File: config.mk
export PLATFORM = sky130hd
export DESIGN_NAME = adsq_ctrl
export DESIGN_NICKNAME = d
export VERILOG_FILES = /design/src/adsq_pkg.sv /design/src/adsq_ctrl.sv /design/src/adsq_sar.sv
export VERILOG_INCLUDE_DIRS = /design/src
export SDC_FILE = /design/constraint.sdc
export NUM_CORES = 1
export LEC_CHECK = 0
export ABC_AREA = 1
export BUFFER_PORTS_ARGS = -buffer_cell sky130_fd_sc_hd__buf_4
export CELL_PAD_IN_SITES_DETAIL_PLACEMENT = 0
export CELL_PAD_IN_SITES_GLOBAL_PLACEMENT = 1
export CORE_MARGIN = 4
export CORE_UTILIZATION = 44
export CTS_BUF_LIST = sky130_fd_sc_hd__clkbuf_4
export CTS_CLUSTER_DIAMETER = 120
export DETAILED_ROUTE_END_ITERATION = 10
export GPL_ROUTABILITY_DRIVEN = 0
export PLACE_DENSITY_LB_ADDON = 0.25
export SLEW_MARGIN = 5
export SYNTH_ARGS = -nofsm -noshare
export SYNTH_HDL_FRONTEND = slang
export SYNTH_HIERARCHICAL = 1
export SYNTH_SLANG_ARGS = --single-unit
File: constraint.sdc
create_clock -name clk_i -period 3.8 [get_ports clk_i]
set_input_delay 0 -clock clk_i [delete_from_list [all_inputs] [get_ports clk_i]]
set_output_delay 0 -clock clk_i [all_outputs]
set_load 0.05 [all_outputs]
File: src/adsq_defines.svh
// Register offsets, field positions, reset values and timing counts of the converter control block.
// Assumes a byte-wide register port with offsets decoded on the low eight address bits.
`ifndef ADSQ_DEFINES_SVH
`define ADSQ_DEFINES_SVH

`define ADSQ_OFS_RES_LOW 8'h20
`define ADSQ_OFS_RES_HIGH 8'h21
`define ADSQ_OFS_CTRL_ONE 8'h0E
`define ADSQ_OFS_CTRL_TWO 8'h0F

`define ADSQ_C1_START 7
`define ADSQ_C1_MODE_HI 6
`define ADSQ_C1_MODE_LO 5
`define ADSQ_C1_INDIS 4
`define ADSQ_C1_CH_HI 3
`define ADSQ_C1_CH_LO 0
`define ADSQ_C2_LADDER 5
`define ADSQ_C2_TIME_HI 3
`define ADSQ_C2_TIME_LO 1
`define ADSQ_C2_FIXED_ONE 4
`define ADSQ_ST_DONE 5
`define ADSQ_ST_BUSY 4

`define ADSQ_C1_RESET 8'h10
`define ADSQ_C2_RESET 8'h10
`define ADSQ_CH_MAX 4'h5

`define ADSQ_MODE_OFF 2'h0
`define ADSQ_MODE_SW 2'h1
`define ADSQ_MODE_REPEAT 2'h3

`define ADSQ_TIME_39 3'h0
`define ADSQ_TIME_78 3'h2
`define ADSQ_TIME_156 3'h3
`define ADSQ_TIME_312 3'h4
`define ADSQ_TIME_624 3'h5
`define ADSQ_TIME_1248 3'h6
`define ADSQ_CYC_39 11'h027
`define ADSQ_CYC_78 11'h04E
`define ADSQ_CYC_156 11'h09C
`define ADSQ_CYC_312 11'h138
`define ADSQ_CYC_624 11'h270
`define ADSQ_CYC_1248 11'h4E0
`define ADSQ_SAR_BITS 10
`define ADSQ_SAR_LAST 4'h9

`endif

File: src/adsq_pkg.sv
// Types shared by the converter control block.
// Assumes the defines header is compiled alongside.
package adsq_pkg;
  typedef enum logic [1:0] {ADSQ_IDLE, ADSQ_SAMPLE, ADSQ_STEP, ADSQ_FINISH} adsq_state_type;
endpackage

File: src/adsq_ctrl.sv
// Converter control block: control and result registers, start and repeat sequencing, standby handling.
// Assumes a byte register port with read data one cycle after the read strobe, and an analog front end.
//
// Added by the designer: the plain strobed port.
`timescale 1ns/1ps
`include "adsq_defines.svh"

// Operation
// - Ten-bit result split high and low registers.
// - Done flag reads one after completion.
// - Busy set on start, cleared finish/standby.
// - Reading high result clears done flag.
// - Status bits three to zero undefined.
// - Mode 01 start bit begins one conversion.
// - Completion loads result, sets done, interrupts.
// - Start bit clears itself once begun.
// - Repeat mode restarts after each completion.
// - Mode 00 stops at once, no store.
// - New start clears done, keeps old result.
// - Standby aborts and initialises control registers.
// - No automatic restart after leaving standby.
// - Ladder disconnected throughout standby.
// - Control one holds start, mode, disable, channel.
// - Time field picks 39 to 1248 clocks.
// - Control registers held and unwritable in standby.
// - Ladder bit: during conversion or always.
module adsq_ctrl
  import adsq_pkg::*;
(
  // Clock and reset
  input wire logic clk_i,
  input wire logic srst_i,
  // Register port
  input wire logic [7:0] reg_addr_i,
  input wire logic [7:0] reg_wdata_i,
  input wire logic reg_wr_i,
  input wire logic reg_rd_i,
  output logic [7:0] reg_rdata_o,
  // Power mode
  input wire logic standby_i,
  // Analog front end
  input wire logic cmp_high_i,
  output logic [9:0] dac_code_o,
  output logic [3:0] channel_select_o,
  output logic analog_input_disable_o,
  output logic sample_o,
  output logic ladder_on_o,
  // Interrupt request
  output logic conv_done_irq_o
);
  adsq_state_type state_q;
  logic [7:0] ctrl_one_q;
  logic [7:0] ctrl_two_q;
  logic [9:0] result_q;
  logic done_flag_q;
  logic busy_q;
  logic sar_done;
  logic [9:0] sar_result;
  logic [10:0] total_cycles;
  logic [1:0] conv_op_mode;
  logic conv_start_bit;
  logic start_now;
  logic abort_now;
  logic wr_one;
  logic wr_two;
  logic rd_high;

  function automatic logic hit(input logic [7:0] addr, input logic [7:0] ofs);
    hit = (addr == ofs);
  endfunction

  function automatic logic [10:0] cycles_of(input logic [2:0] code);
    case (code)
      `ADSQ_TIME_39: cycles_of = `ADSQ_CYC_39;
      `ADSQ_TIME_78: cycles_of = `ADSQ_CYC_78;
      `ADSQ_TIME_156: cycles_of = `ADSQ_CYC_156;
      `ADSQ_TIME_312: cycles_of = `ADSQ_CYC_312;
      `ADSQ_TIME_624: cycles_of = `ADSQ_CYC_624;
      `ADSQ_TIME_1248: cycles_of = `ADSQ_CYC_1248;
      // Reserved codes fall back to the longest time, the safest for accuracy.
      default: cycles_of = `ADSQ_CYC_1248;
    endcase
  endfunction

  assign conv_op_mode = ctrl_one_q[`ADSQ_C1_MODE_HI:`ADSQ_C1_MODE_LO];
  assign conv_start_bit = ctrl_one_q[`ADSQ_C1_START];
  assign total_cycles = cycles_of(ctrl_two_q[`ADSQ_C2_TIME_HI:`ADSQ_C2_TIME_LO]);
  assign wr_one = reg_wr_i && hit(reg_addr_i, `ADSQ_OFS_CTRL_ONE) && !standby_i;
  assign wr_two = reg_wr_i && hit(reg_addr_i, `ADSQ_OFS_CTRL_TWO) && !standby_i;
  assign rd_high = reg_rd_i && hit(reg_addr_i, `ADSQ_OFS_RES_HIGH);

  // Start only from idle; software mode and repeat mode both need the start bit.
  assign start_now = !standby_i && (state_q == ADSQ_IDLE) && conv_start_bit &&
                     (conv_op_mode == `ADSQ_MODE_SW || conv_op_mode == `ADSQ_MODE_REPEAT);
  // Mode off or standby kills a conversion mid-way without storing it.
  assign abort_now = standby_i || (conv_op_mode == `ADSQ_MODE_OFF);

  always_ff @(posedge clk_i)
  begin
    if (srst_i || standby_i)
    begin
      ctrl_one_q <= `ADSQ_C1_RESET;
    end
    else if (wr_one)
    begin
      ctrl_one_q <= reg_wdata_i;
    end
    else if (state_q == ADSQ_SAMPLE)
    begin
      ctrl_one_q[`ADSQ_C1_START] <= 1'b0;
    end
  end

  always_ff @(posedge clk_i)
  begin
    if (srst_i || standby_i)
    begin
      ctrl_two_q <= `ADSQ_C2_RESET;
    end
    else if (wr_two)
    begin
      ctrl_two_q <= reg_wdata_i;
    end
  end

  // Sequencer: sample for one cycle, let the SAR walk, then finish or rearm.
  always_ff @(posedge clk_i)
  begin
    if (srst_i)
    begin
      state_q <= ADSQ_IDLE;
    end
    else if (abort_now)
    begin
      state_q <= ADSQ_IDLE;
    end
    else
    begin
      case (state_q)
        ADSQ_IDLE: if (start_now) state_q <= ADSQ_SAMPLE;
        ADSQ_SAMPLE: state_q <= ADSQ_STEP;
        ADSQ_STEP: if (sar_done) state_q <= ADSQ_FINISH;
        // Repeat mode rearms straight away without a new start bit.
        ADSQ_FINISH: state_q <= (conv_op_mode == `ADSQ_MODE_REPEAT) ? ADSQ_SAMPLE : ADSQ_IDLE;
        default: state_q <= ADSQ_IDLE;
      endcase
    end
  end

  always_ff @(posedge clk_i)
  begin
    if (srst_i || abort_now)
    begin
      busy_q <= 1'b0;
    end
    else if (start_now)
    begin
      busy_q <= 1'b1;
    end
    // Cleared at the completion edge itself so that busy and done never overlap in software mode.
    else if (state_q == ADSQ_STEP && sar_done && !abort_now && conv_op_mode != `ADSQ_MODE_REPEAT)
    begin
      busy_q <= 1'b0;
    end
  end

  // Completion wins over a same-cycle read of the high result.
  always_ff @(posedge clk_i)
  begin
    if (srst_i || standby_i)
    begin
      done_flag_q <= 1'b0;
    end
    else if (state_q == ADSQ_STEP && sar_done && !abort_now)
    begin
      done_flag_q <= 1'b1;
    end
    else if (start_now || state_q == ADSQ_SAMPLE)
    begin
      done_flag_q <= 1'b0;
    end
    else if (rd_high)
    begin
      done_flag_q <= 1'b0;
    end
  end

  // Result holds until the next completion; standby leaves it undefined, here cleared.
  always_ff @(posedge clk_i)
  begin
    if (srst_i || standby_i)
    begin
      result_q <= 10'h000;
    end
    else if (state_q == ADSQ_STEP && sar_done && !abort_now)
    begin
      result_q <= sar_result;
    end
  end

  always_ff @(posedge clk_i)
  begin
    if (srst_i)
    begin
      conv_done_irq_o <= 1'b0;
    end
    else
    begin
      conv_done_irq_o <= state_q == ADSQ_STEP && sar_done && !abort_now;
    end
  end

  always_ff @(posedge clk_i)
  begin
    if (srst_i)
    begin
      reg_rdata_o <= 8'h00;
    end
    else if (reg_rd_i)
    begin
      case (reg_addr_i)
        `ADSQ_OFS_RES_HIGH: reg_rdata_o <= result_q[9:2];
        // Low four bits are undefined; zero is returned.
        `ADSQ_OFS_RES_LOW: reg_rdata_o <= {result_q[1:0], done_flag_q, busy_q, 4'h0};
        `ADSQ_OFS_CTRL_ONE: reg_rdata_o <= ctrl_one_q;
        `ADSQ_OFS_CTRL_TWO: reg_rdata_o <= {2'h0, ctrl_two_q[5:0]};
        default: reg_rdata_o <= 8'h00;
      endcase
    end
    else
    begin
      reg_rdata_o <= 8'h00;
    end
  end

  assign channel_select_o = ctrl_one_q[`ADSQ_C1_CH_HI:`ADSQ_C1_CH_LO];
  assign analog_input_disable_o = ctrl_one_q[`ADSQ_C1_INDIS];
  assign sample_o = (state_q == ADSQ_SAMPLE);
  // Ladder off in standby, otherwise always or only while busy.
  assign ladder_on_o = !standby_i && (ctrl_two_q[`ADSQ_C2_LADDER] || busy_q);

  adsq_sar u_sar (
    .clk_i(clk_i),
    .srst_i(srst_i),
    .go_i(state_q == ADSQ_SAMPLE && !abort_now),
    .abort_i(abort_now),
    .total_cycles_i(total_cycles),
    .cmp_high_i(cmp_high_i),
    .dac_code_o(dac_code_o),
    .done_o(sar_done),
    .result_o(sar_result)
  );
endmodule // adsq_ctrl

File: src/adsq_sar.sv
// Successive-approximation stepper: one trial bit per step from the MSB, paced over the conversion time.
// Assumes a comparator that answers combinationally to the trial code on dac_code_o.
`timescale 1ns/1ps
`include "adsq_defines.svh"

module adsq_sar
  import adsq_pkg::*;
(
  // Clock and reset
  input wire logic clk_i,
  input wire logic srst_i,
  // Control
  input wire logic go_i,
  input wire logic abort_i,
  input wire logic [10:0] total_cycles_i,
  // Comparator
  input wire logic cmp_high_i,
  output logic [9:0] dac_code_o,
  // Result
  output logic done_o,
  output logic [9:0] result_o
);
  logic [10:0] cnt_q;
  logic [10:0] step_len_q;
  logic [3:0] bit_q;
  logic [9:0] sar_q;
  logic run_q;
  logic step_en;

  // Steps are spread evenly; the remainder of the division is dropped, so the conversion ends that many cycles early.
  assign step_en = run_q && (cnt_q == step_len_q);
  assign dac_code_o = sar_q;

  always_ff @(posedge clk_i)
  begin
    if (srst_i || abort_i)
    begin
      run_q <= 1'b0;
      cnt_q <= 11'h000;
      step_len_q <= 11'h001;
      bit_q <= 4'h0;
      sar_q <= 10'h000;
      done_o <= 1'b0;
    end
    else
    begin
      done_o <= 1'b0;
      if (go_i)
      begin
        run_q <= 1'b1;
        cnt_q <= 11'h001;
        step_len_q <= 11'(total_cycles_i / 11'(`ADSQ_SAR_BITS));
        bit_q <= 4'h0;
        sar_q <= 10'h200;
      end
      else if (run_q)
      begin
        cnt_q <= step_en ? 11'h001 : 11'(cnt_q + 11'h001);
        if (step_en)
        begin
          // Keep or drop the trial bit, then try the next lower one.
          if (!cmp_high_i)
            sar_q[4'(`ADSQ_SAR_LAST - bit_q)] <= 1'b0;
          if (bit_q == `ADSQ_SAR_LAST)
          begin
            run_q <= 1'b0;
            done_o <= 1'b1;
            result_o <= cmp_high_i ? sar_q : {sar_q[9:1], 1'b0};
          end
          else
          begin
            bit_q <= 4'(bit_q + 4'h1);
            sar_q[4'(`ADSQ_SAR_LAST - bit_q - 4'h1)] <= 1'b1;
          end
        end
      end
    end
  end
endmodule // adsq_sar

==> impl_results.md <==
- Flop2flop setup slack: 0.39 ns
- Area of the multi-input gates: 0.00249 mm²
- Relative slew slack: 52.9%
- H-tree levels: 3
- CTS tree: done
- CP required: 4.14 ns
- Worst Max-Slew Pin Slew: 0.706 ns
- Avg Synthesized Cell Area: 7.18 µm²
- Clock latency on the worst-skew pair: 0.42 ns
- Post-DP HPWL: 7.97 mm
- CP Buf/Inv Count: 9
- N_diodes: 0
- P_sw: 0.000355 W
- Routed vias: 4,167
- Gr usage total: 17.6%
- Initial antenna violation count: 0
- Largest net degree at the start of global routing: 25
- Crit path depth: 37
- Drt total wl: 10.6 mm
- Syn Std Cell Area: 0.00462 mm²
- Grt ovf: 0
- Area Growth Syn to Fin: 18.2%
- Outcome: finished, final reports clean
- Max-cap violations: 0
- Pint: 0.00111 W
- Clk slew on worst S/H paths: 0.14 ns
- Class of the worst hold path: in -> reg
- Row count: 37
- Share of layout cells above drive strength 1: 19.6%
- Period utilization: 89.6%
- Root buffer cell: clkbuf_4
- Die Wd: 111 µm
- Cells on worst reg2reg path: 37
- # IOs: 48
- Critical Path Source: ctrl_two_q[2]
- Post-synthesis net count: 681
- Sequential cell area: 0.00175 mm²
- First-pass GRT wire length: 18.2 mm
- Initial drt markers: 283
- WS Path Type: reg -> reg
- Logic pwr share: 4.5%
- Switching Fraction: 24.2%
- Setup Skew: 0.0143 ns
- WL/cell: 12.4 µm
- Achievable frequency: 294 MHz
- Final Critical Period: 3.41 ns
- Clk sinks: 82
- # setup viols final: 0
- Critical Path Sink Type: flop
- Die height: 111 µm
- Initial core utilization: 45.0%
- Clock power share: 35.9%
- Number of cells produced by synthesis: 644
- Die footprint: 0.0122 mm²
- CP Data Arrival Time: 3.75 ns
- CP top delay family: simple AND/OR/NAND/NOR gates
- Num CTS Buffers: 9
- Clk buf depth: 2
- RSZ-0062 raised after global routing: false
- Power, Total: 0.00146 W
- PwrDens: 268 mW/mm²
- Final Net Count: 748
- Hold_sp: reg_addr_i[0]
- Startpoint types: flop
- Vias per std cell: 4.89
- Post-route ant nets: 0
- Hold Vio Cnt, Final: 0
- Synth Warn #: 6
- CORE AREA: 0.0103 mm²
- Worst r2r dst: u_sar/step_len_q[0]
- CP max-delay cell: dfxtp_4
- Drt pass-1 iters: 4
- Max Slew Vio Count: 0
- Crit Path Max Fanout: 6
- Leakage: 2.54 nW
- Port bufs: 47
- Reg power frac: 59.6%
- Vias in the first global route: 4,004
- Maximum vdd drop: 186 µV
- Setup_tns: 0 ns
- Setup crit end: u_sar/step_len_q[0]
- FF-to-FF Start: ctrl_two_q[2]
- Fill count: 1,025
- DRC viols: 0
- Worst path max stage delay: 0.40 ns
state kept, by name (all words and copies together) (netlist names), 4 cells and up:
| register | flops |
|---|---|
| ctrl_one_q | 8 |
| ctrl_two_q | 6 |
| reg_rdata_o | 8 |
| result_q | 10 |
| u_sar/bit_q | 4 |
| u_sar/cnt_q | 11 |
| u_sar/dac_code_o | 10 |
| u_sar/result_o | 10 |
| u_sar/step_len_q | 8 |
metal layers:
layer | up-vias | global-route usage [%] | share of wire [%]
met2 | 63 | 31.3 | 49
met3 | 9 | 4.22 | 3.6
li1 | 2204 | - | -
met5 | - | 0 | 0
met4 | 0 | 4.02 | 1.1
met1 | 1891 | 21.5 | 46
worst min-delay path by stage:
stage | endpoint | cells past startpoint
2_1_floorplan | ctrl_one_q[1] | 2
3_3_place_gp | ctrl_one_q[0] | 3
3_5_place_dp | ctrl_one_q[0] | 3
4_1_cts | reg_rdata_o[1] | 6
5_1_grt | reg_rdata_o[3] | 6
6_report | ctrl_two_q[4] | 5
layout make-up:
cell class                 instances  area share [%]
tap                              136            3.11
clock inverter                     7            1.42
sequential                        82            31.9
inverter                          94            6.52
multi-input combinational        454            45.6
clock buffer                       9            1.24
timing repair buffer              70            10.2
what timing repair did:
item | in CTS | in global routing
pin swaps | 0 | 4
endpoints found under the setup margin | 1 | 2
gates cloned | 0 | 0
hold buffers | 13 | 0
setup buffers | 0 | 6
endpoints found under the hold margin | 35 | 0
gates resized for setup | 1 | 18
through the flow:
stage / utilization [%] / cells / worst slack, ns / area (µm²) / hold slack, ns
floorplan: - / 644 / 0.433 / 4620 / 0.135
global placement: 49.4 / 817 / 0.241 / 5080 / 0.233
detailed placement: 49.4 / 817 / 0.00950 / 5080 / 0.242
CTS: 52.1 / 846 / 0.149 / 5360 / 0.0237
global route: 53.2 / 852 / 0.00368 / 5470 / 0.0481
finish: 53.2 / 852 / 0.394 / 5470 / 0.0554
cells in the final DEF, fill, tap and decap left out, types with 2 or more instances in the layout:
cell and count:
ha_1 14, a22o_1 2, edfxtp_1 10, inv_1 82
nor3b_1 2, nand3_4 3, clkinvlp_4 3, nor3_4 2
nor2_1 88, nand2_1 125, clkbuf_4 9, nand3_2 6
clkinv_1 3, o31ai_1 7, nand4_1 8, nand2_4 9
nor3_1 9, inv_2 9, nand3_1 69, nor2_8 2
a21oi_1 22, dlygate4sd3_1 13, or2_2 3, buf_4 57
o41ai_1 4, a211oi_1 2, o21ai_0 27, o21a_1 2
dfxtp_1 70, nand2_2 21, xor2_1 6, nor2_2 5
xnor2_1 5
power by group through the flow:
stage               Combinational, W  Sequential [W]  Clock [W]
floorplan                  0.0000297        0.000893          0
global placement           0.0000542        0.000893          0
detailed placement         0.0000545        0.000893          0
CTS                        0.0000655        0.000874   0.000546
global route               0.0000720        0.000874   0.000579
finish                     0.0000658        0.000874   0.000525
worst min-delay path, cell delays in order:
cell and delay, ns:
buf_4 0.12, nand2_1 0.09, nor2_4 0.07, nand4_1 0.09
nand3_1 0.07
No activity file was read; power rests on OpenSTA's default activity.
